<file path="src/rms_pkg.sv">
package rms_pkg;

  // ********************************************************
  // operating modes
  // ********************************************************
  typedef enum logic [1:0] {
    ModeUser,
    ModeSelfCheck,
    ModeBootstrap
  } rms_mode_t;

  // ********************************************************
  // address windows
  // ********************************************************
  localparam logic [15:0] SELF_CHECK_START = 16'h3F00;
  localparam logic [15:0] SELF_CHECK_END = 16'h3FDF;
  localparam logic [15:0] USER_MEM_START = 16'h2000;
  localparam logic [15:0] USER_MEM_END = 16'h3EFF;

  // ********************************************************
  // timing
  // ********************************************************
  localparam int STRAP_CAPTURE_CYCLES = 2;
  localparam int WDOG_TIMEOUT_CYCLES = 114688;
  localparam int WDOG_PULSE_CYCLES = 2;
  localparam int REPORT_STEP_CYCLES = 16;

  // ********************************************************
  // report patterns (1 = led off) on bits hi, mid, lo
  // ********************************************************
  localparam logic [2:0] REPORT_IO_FAULT = 3'h6;
  localparam logic [2:0] REPORT_RAM_FAULT = 3'h5;
  localparam logic [2:0] REPORT_ROM_FAULT = 3'h4;
  localparam logic [2:0] REPORT_IRQ_FAULT = 3'h3;
  localparam logic [2:0] REPORT_ALL_ON = 3'h0;
  localparam logic [2:0] REPORT_ALL_OFF = 3'h7;

  // fault results from the self-check routine, one bit per unit
  typedef struct packed {
    logic ioFault;
    logic ramFault;
    logic romFault;
    logic irqFault;
  } rms_faults_t;

  // led outputs on port b
  typedef struct packed {
    logic ledHi;
    logic ledMid;
    logic ledLo;
  } rms_leds_t;

endpackage

</file>
<file path="src/rms_watchdog.sv">
`timescale 1ns/100ps
`default_nettype none
module rms_watchdog #(
  parameter int TIMEOUT = rms_pkg::WDOG_TIMEOUT_CYCLES,
  parameter int PULSE = rms_pkg::WDOG_PULSE_CYCLES
) (
  // clock and reset
  input wire logic clk,
  input wire logic rst,
  // service and reset request
  input wire logic service,
  output logic wdogReset
);
  import rms_pkg::*;

  logic [19:0] count_q;
  logic [3:0] pulse_q;

  // always counting; no enable exists, service or expiry restarts it
  always_ff @(posedge clk or posedge rst) begin
    if (rst) begin
      count_q <= 20'h00000;
    end else if (service || pulse_q != 4'h0) begin
      count_q <= 20'h00000;
    end else if (count_q == 20'(TIMEOUT - 1)) begin
      count_q <= 20'h00000;
    end else begin
      count_q <= count_q + 20'h00001;
    end
  end

  // reset pulse stretched so the whole part sees it
  always_ff @(posedge clk or posedge rst) begin
    if (rst) begin
      pulse_q <= 4'h0;
    end else if (!service && pulse_q == 4'h0 && count_q == 20'(TIMEOUT - 1)) begin
      pulse_q <= 4'(PULSE);
    end else if (pulse_q != 4'h0) begin
      pulse_q <= pulse_q - 4'h1;
    end
  end

  assign wdogReset = (pulse_q != 4'h0);
endmodule
`default_nettype wire

</file>
<file path="src/rms_mode_select.sv">
`timescale 1ns/100ps
`default_nettype none
// Function
// - watchdog always runs, cannot be disabled, resets the part on expiry
// - normal interrupt level at reset release selects user mode
// - strap level is captured in the first two cycles, then ordinary pin
// - self-check mode starts execution at the masked test routine
// - self-check repeats forever, leds toggle while part is good and passes come more than STEP_CYCLES cycles apart
// - leds on bits hi, mid, lo report pass by toggling or fault codes
// - elevated interrupt and strap high select bootstrap on programmable variant
// - bootstrap may program user memory from 2000 to 3EFF
module rms_mode_select #(
  parameter bit PROGRAMMABLE = 1'b0,
  parameter int WDOG_TIMEOUT = rms_pkg::WDOG_TIMEOUT_CYCLES,
  parameter int STEP_CYCLES = rms_pkg::REPORT_STEP_CYCLES
) (
  // clock and reset
  input wire logic clk,
  input wire logic rst,
  // reset-time pins
  input wire logic irqElevated,
  input wire logic modeStrapPin,
  // watchdog service and whole-chip reset
  input wire logic wdogService,
  output logic chipReset,
  // mode and processor start
  output rms_pkg::rms_mode_t mode,
  output logic modeValid,
  output logic [15:0] startVector,
  // self-check results from the routine
  input wire logic selfCheckPassDone,
  input wire rms_pkg::rms_faults_t selfCheckFaults,
  output logic selfCheckRestart,
  // bootstrap write window check
  input wire logic [15:0] progAddr,
  output logic progAllowed,
  // port b report leds (1 = led off)
  output rms_pkg::rms_leds_t reportLeds,
  output logic reportLedsOe
);
  import rms_pkg::*;

  // ********************************************************
  // pin synchronisers
  // ********************************************************
  logic [2:0] irqSync_q;
  logic [2:0] strapSync_q;
  logic irqStable_q;
  logic strapStable_q;
  logic wdogReset;

  // three stages; a change counts once stages two and three agree
  // the chain has no reset on purpose: it keeps sampling the pins while rst
  // is high, so the stages hold settled levels by the time rst falls and
  // the mode can be taken inside the two cycles the board holds its levels
  // limitation: the board must set its levels three edges before release
  always_ff @(posedge clk) begin
    irqSync_q <= {irqSync_q[1:0], irqElevated};
    strapSync_q <= {strapSync_q[1:0], modeStrapPin};
  end

  // filtered levels follow only when stages two and three agree
  // the filter is reset, so a level is never taken as elevated during reset
  always_ff @(posedge clk or posedge rst) begin
    if (rst) begin
      irqStable_q <= 1'b0;
      strapStable_q <= 1'b0;
    end else begin
      if (irqSync_q[1] == irqSync_q[2]) begin
        irqStable_q <= irqSync_q[2];
      end
      if (strapSync_q[1] == strapSync_q[2]) begin
        strapStable_q <= strapSync_q[2];
      end
    end
  end

  // ********************************************************
  // mode capture window
  // ********************************************************
  // the filtered levels are valid at the first edge after release, and the
  // decision falls on the second edge, the last one the board still covers;
  // waiting longer would read pins that have gone back to ordinary use
  localparam int CAPTURE_AT = STRAP_CAPTURE_CYCLES - 1;
  logic [3:0] capCount_q;
  logic captured_q;
  rms_mode_t mode_q;

  // counts cycles from reset release up to the capture point
  always_ff @(posedge clk or posedge rst) begin
    if (rst) begin
      capCount_q <= 4'h0;
    end else if (!captured_q) begin
      capCount_q <= capCount_q + 4'h1;
    end
  end

  // decide once per reset, then ignore the pins
  always_ff @(posedge clk or posedge rst) begin
    if (rst) begin
      mode_q <= ModeUser;
      captured_q <= 1'b0;
    end else if (!captured_q && capCount_q == 4'(CAPTURE_AT)) begin
      captured_q <= 1'b1;
      // the strap only matters with the elevated level; the masked variant
      // takes an elevated level as self-check whatever the strap reads
      if (!irqStable_q) begin
        mode_q <= ModeUser;
      end else if (PROGRAMMABLE && strapStable_q) begin
        mode_q <= ModeBootstrap;
      end else begin
        mode_q <= ModeSelfCheck;
      end
    end
  end

  // mode and its valid flag stand until the next reset
  assign mode = mode_q;
  assign modeValid = captured_q;

  // ********************************************************
  // processor start and bootstrap window
  // ********************************************************
  // self-check branches to the masked routine
  // user and bootstrap keep the normal vector path, shown here as zero
  always_ff @(posedge clk or posedge rst) begin
    if (rst) begin
      startVector <= 16'h0000;
    end else if (mode_q == ModeSelfCheck) begin
      startVector <= SELF_CHECK_START;
    end else begin
      startVector <= 16'h0000;
    end
  end

  // inclusive address window test
  function automatic logic inRange(input logic [15:0] a, input logic [15:0] lo,
                                   input logic [15:0] hi);
    inRange = (a >= lo) && (a <= hi);
  endfunction

  // only the user region may be written, never the self-check area
  // the area above the user region stays read-only in every mode
  assign progAllowed = captured_q && (mode_q == ModeBootstrap)
                       && inRange(progAddr, USER_MEM_START, USER_MEM_END);

  // ********************************************************
  // self-check reporting
  // ********************************************************
  logic [2:0] report_q;
  logic faultSeen_q;
  logic [7:0] step_q;
  logic selfCheck;

  // gated by the latch so reset-time values never start the reporting
  assign selfCheck = captured_q && (mode_q == ModeSelfCheck);

  // a failing pass freezes the code; a clean pass restarts, and toggles if step_q has reached STEP_CYCLES
  // the first failing unit in the order io, ram, rom, irq names the code;
  // later passes are ignored so the code stays readable on the leds
  always_ff @(posedge clk or posedge rst) begin
    if (rst) begin
      report_q <= REPORT_ALL_OFF;
      faultSeen_q <= 1'b0;
      step_q <= 8'h00;
      selfCheckRestart <= 1'b0;
    end else begin
      selfCheckRestart <= 1'b0;
      if (selfCheck && !faultSeen_q && selfCheckPassDone) begin
        step_q <= 8'h00;
        if (selfCheckFaults.ioFault) begin
          report_q <= REPORT_IO_FAULT;
          faultSeen_q <= 1'b1;
        end else if (selfCheckFaults.ramFault) begin
          report_q <= REPORT_RAM_FAULT;
          faultSeen_q <= 1'b1;
        end else if (selfCheckFaults.romFault) begin
          report_q <= REPORT_ROM_FAULT;
          faultSeen_q <= 1'b1;
        end else if (selfCheckFaults.irqFault) begin
          report_q <= REPORT_IRQ_FAULT;
          faultSeen_q <= 1'b1;
        end else begin
          selfCheckRestart <= 1'b1;
          // toggle only after a minimum gap since the last pass, so a loop
          // faster than the gap clears step_q every pass and never blinks
          if (step_q == 8'(STEP_CYCLES)) begin
            report_q <= ~report_q;
          end
        end
      end else if (selfCheck && !faultSeen_q && step_q != 8'(STEP_CYCLES)) begin
        // saturates, so a long pass never wraps the gap back to zero
        step_q <= step_q + 8'h01;
      end
    end
  end

  // the pins are driven only in self-check; otherwise they stay ordinary
  assign reportLeds = report_q;
  assign reportLedsOe = selfCheck;

  // ********************************************************
  // supervisory watchdog
  // ********************************************************
  // reset of the chip is the watchdog pulse; external reset is rst itself
  // there is no enable input at all, so software cannot turn it off; a
  // watchdog reset leaves the latched mode alone, the system acts on it
  rms_watchdog #(
    .TIMEOUT(WDOG_TIMEOUT),
    .PULSE(WDOG_PULSE_CYCLES)
  ) uWatchdog (
    .clk(clk),
    .rst(rst),
    .service(wdogService),
    .wdogReset(wdogReset)
  );

  assign chipReset = wdogReset;
endmodule
`default_nettype wire

</file>
<file path="config.mk">
export PLATFORM = sky130hd
export DESIGN_NAME = rms_mode_select
export DESIGN_NICKNAME = d
export VERILOG_FILES = /design/src/rms_pkg.sv /design/src/rms_watchdog.sv /design/src/rms_mode_select.sv
export SDC_FILE = /design/constraint.sdc
export NUM_CORES = 1
export LEC_CHECK = 0
export ABC_AREA = 1
export ABC_CLOCK_PERIOD_IN_PS = 1300
export CAP_MARGIN = 10
export CORE_MARGIN = 8
export CORE_UTILIZATION = 57
export DETAILED_ROUTE_END_ITERATION = 6
export DONT_BUFFER_PORTS = 1
export GPL_TIMING_DRIVEN = 0
export PLACE_DENSITY = 0.75
export SYNTH_ARGS = -nofsm -noshare
export SYNTH_HDL_FRONTEND = slang
export SYNTH_SLANG_ARGS = --single-unit
export TNS_END_PERCENT = 5
</file>
<file path="constraint.sdc">
create_clock -name clk -period 1.3 [get_ports clk]
set_clock_uncertainty 0.1 [all_clocks]
set_input_delay 0.13 -clock clk [delete_from_list [all_inputs] [get_ports clk]]
set_output_delay 0.13 -clock clk [all_outputs]
set_load 0.01 [all_outputs]
</file>
==> out/metrics.yaml <==
clock_sinks: 48
hp-class: "in -> reg"
cts_tree: "yes"
violations: "negative setup slack"
nFillCells: 367
numCtsBuffers: 5
grt_pass1_wl_um: 9220
ctsRootBufferMaster: "clkbuf_8"
cp_slowest_cell: "dfrtp_1"
ys_top_cells_by_area: "dfrtp_1 (39%), nand2_1 (8.7%), nor2_1 (5.8%)"
insertion_delay_ns: 0.30
critPathBufInv: 0
crit_path_end_kind: "flip-flop"
dieArea_sq_um: 7130
ys_types: 35
max-vdd-ir-drop_v: 0.000626
coreArea_sq_um: 4630
first_pass_iters: 4
area_growth_pct: 20.4
synth_commonest_cells: "nand2_1 (62), dfrtp_1 (42), nor2_1 (41), inv_1 (33), nand3_1 (30)"
post-synth-top-count-cell: "nand2_1"
antenna_found_initial: 0
hold-worst-slack_ns: 0.0353
ios: 52
routed_wl_um: 5540
hp-start: "selfCheckFaults[0]"
fin_crit_sh_pct: 116
grt_usage_pct: 15.7
outcome: "finished with violations"
die_x_um: 84.4
synth-seq-cells: 48
drt_iter0_markers: 99
grt_max_degree: 40
setup_viol: 31
pre_cts_ws_ns: -0.326
drv_slew: 0
synth_top_area_cell: "dfrtp_1"
rsz0062_at_grt: "true"
leakagePower_nw: 1.55
row_count: 25
max_freq_mhz: 663
ys_warn_count: 0
numPortBuffers: 0
crit_path_start_kind: "flip-flop"
async_reset_ff_share_pct: 93.8
synth_top_area_share_pct: 39.4
cp_max_fo: 4
ys_seq_area_share_pct: 44.6
die_h_um: 84.4
cts.clk_slew.worst_paths_ns: 0.09
avgSynthCellArea_sq_um: 8.36
cpMostUsedCell: "nand2_2"
grt_pass1_vias: 2069
dp_hpwl_um: 3600
worstPathArrival_ns: 1.65
drv_cap: 0
drtAntennaViolNets: 0
postSynthCellCount: 319
syn-cell-area_sq_um: 2670
critPathTopFamily: "simple AND/OR/NAND/NOR gates"
path_class: "reg -> reg"
post-route-min-period_ns: 1.51
synth-edff-count: 0
worstReg2RegStart: "uWatchdog.count_q[1]$_DFF_PP0_"
critPathLaunch: "uWatchdog.count_q[1]$_DFF_PP0_"
hold_violations: 0
htreeDepth: 2
crit_chain: "ha_2 -> nand2_2 -> nor2_4 -> nand2_4 -> nor2_4 -> nand2_2 -> nand2_2 -> nand3_2 -> nor2_1"
start_util_pct: 57.6
ys.flop_type: "dfrtp_1"
drive_above_1_share_pct: 28.5
drc: 0
dr_total_vias: 2115
wl_per_cell_um: 13.4
antenna_cells: 0
power_density_nw_per_um2: 821
avgViaCountPerCell: 5.13
cp_data_required_time_ns: 1.44
num-nets-final: 390
gr-total-overflow: 0
setup_slack_ns: -0.209
clock_path_buffers: 2
globalplace.congestion: 0.877
crit_path_max_incr_delay_ns: 0.36
finalSetupTns_ns: -3.68
worst register-to-register path: stages (launching register included):
cell	delay, ns
dfrtp_1	0.36
ha_2	0.19
nand2_2	0.07
nor2_4	0.13
nand2_4	0.10
nor2_4	0.15
nand2_2	0.07
nand2_2	0.09
nand3_2	0.06
nor2_1	0.11
flip-flops by register name, summed over array words and instances (netlist names):
| signal | count |
|---|---|
| irqSync_q | 3 |
| faultSeen_q | 1 |
| uWatchdog.count_q | 20 |
| capCount_q | 4 |
| uWatchdog.pulse_q | 4 |
| step_q | 8 |
| selfCheckRestart | 1 |
| irqStable_q | 1 |
| reportLeds | 3 |
| mode | 1 |
| modeValid | 1 |
| startVector | 1 |
routing by layer:
layer	up-vias	part of all wire (%)	GRT usage [%]
met5	-	0	0
met4	0	1.7	6.47
met3	10	6.7	5.56
met2	59	51	26.6
met1	993	41	17.6
li1	1053	-	-
stage by stage:
| step | cells | cell area (sq um) | total power [mW] | utilization (%) |
|---|---|---|---|---|
| floorplan | 330 | 2720 | 1.64 | - |
| global placement | 384 | 2780 | 1.66 | 60.1 |
| detailed placement | 385 | 2800 | 1.67 | 60.6 |
| CTS | 411 | 3130 | 2.65 | 67.5 |
| global route | 412 | 3210 | 2.73 | 69.4 |
| finish | 412 | 3210 | 2.64 | 69.4 |
power by group:
| group | switching, mW | internal, mW |
|---|---|---|
| Combinational | 0.0962 | 0.0749 |
| Clock | 0.519 | 0.433 |
| Sequential | 0.00859 | 1.51 |
| Total | 0.623 | 2.01 |
final cells by class:
| class | count | area [sq um] | area share [%] |
|---|---|---|---|
| Buffer | 18 | 135 | 4.21 |
| Clock buffer | 7 | 86.3 | 2.69 |
| Clock inverter | 1 | 7.51 | 0.234 |
| Inverter | 39 | 150 | 4.67 |
| Multi-Input combinational cell | 226 | 1390 | 43.3 |
| Sequential cell | 48 | 1190 | 37.2 |
| Tap cell | 54 | 67.6 | 2.10 |
| Timing Repair Buffer | 19 | 180 | 5.61 |
layout by cell type, fill, tap and decap left out, types with 2 or more instances in the layout:
cell / n
dfrtp_1: 38
nand2_4: 5
nor3_1: 4
ha_4: 2
ha_2: 2
conb_1: 12
inv_1: 27
xor2_1: 10
xnor2_1: 8
nand3_2: 4
dfxtp_1: 3
buf_4: 27
nor2_2: 4
nor2_1: 38
o21ai_0: 3
dfrtp_2: 4
a21oi_1: 5
nand2_1: 56
nor2_4: 15
nand4_1: 4
o21ai_1: 4
dlygate4sd3_1: 7
o21bai_1: 2
nand3_1: 25
nand2_2: 7
clkbuf_8: 6
inv_2: 10
dfstp_2: 3
buf_6: 2
ha_1: 3
cells by family (layout without fill, tap and decap cells):
group / Yosys count / after routing / synth area share, %
and+or+nand+nor: 168 / 169 / 31.0
buffers and inverters: 57 / 84 / 10.5
DFF: 48 / 48 / 44.6
AOI/OAI and AO/OA: 18 / 18 / 3.80
xor gates and xnor gates: 18 / 18 / 5.91
adders and majority gates: 8 / 8 / 3.66
other: 1 / 12 / 0.141
muxes: 1 / 1 / 0.422
what timing repair did:
item	4_1_cts	5_1_grt
endpoints found under the setup margin	37	37
gates cloned	1	0
hold buffers	7	0
setup buffers	10	1
hold endpoints to repair	55	0
pin swaps	9	16
resized for setup	23	22
final timing paths:
check                                                   to  slack (ns)  cells after the start
hold reg to reg                       irqSync_q[1]$_DFF_P_        0.23                      0
max in group asynchronous        reportLeds[1]$_DFFE_PP1P_        0.51                      3
setup reg to reg           uWatchdog.count_q[16]$_DFF_PP0_       -0.21                      9
min in group asynchronous            step_q[7]$_DFFE_PP0P_        0.07                      2
hold / removal                   reportLeds[0]$_DFFE_PP1P_        0.04                      3
setup / recovery           uWatchdog.count_q[16]$_DFF_PP0_       -0.21                      9
No activity file was read; power rests on OpenSTA's default activity.
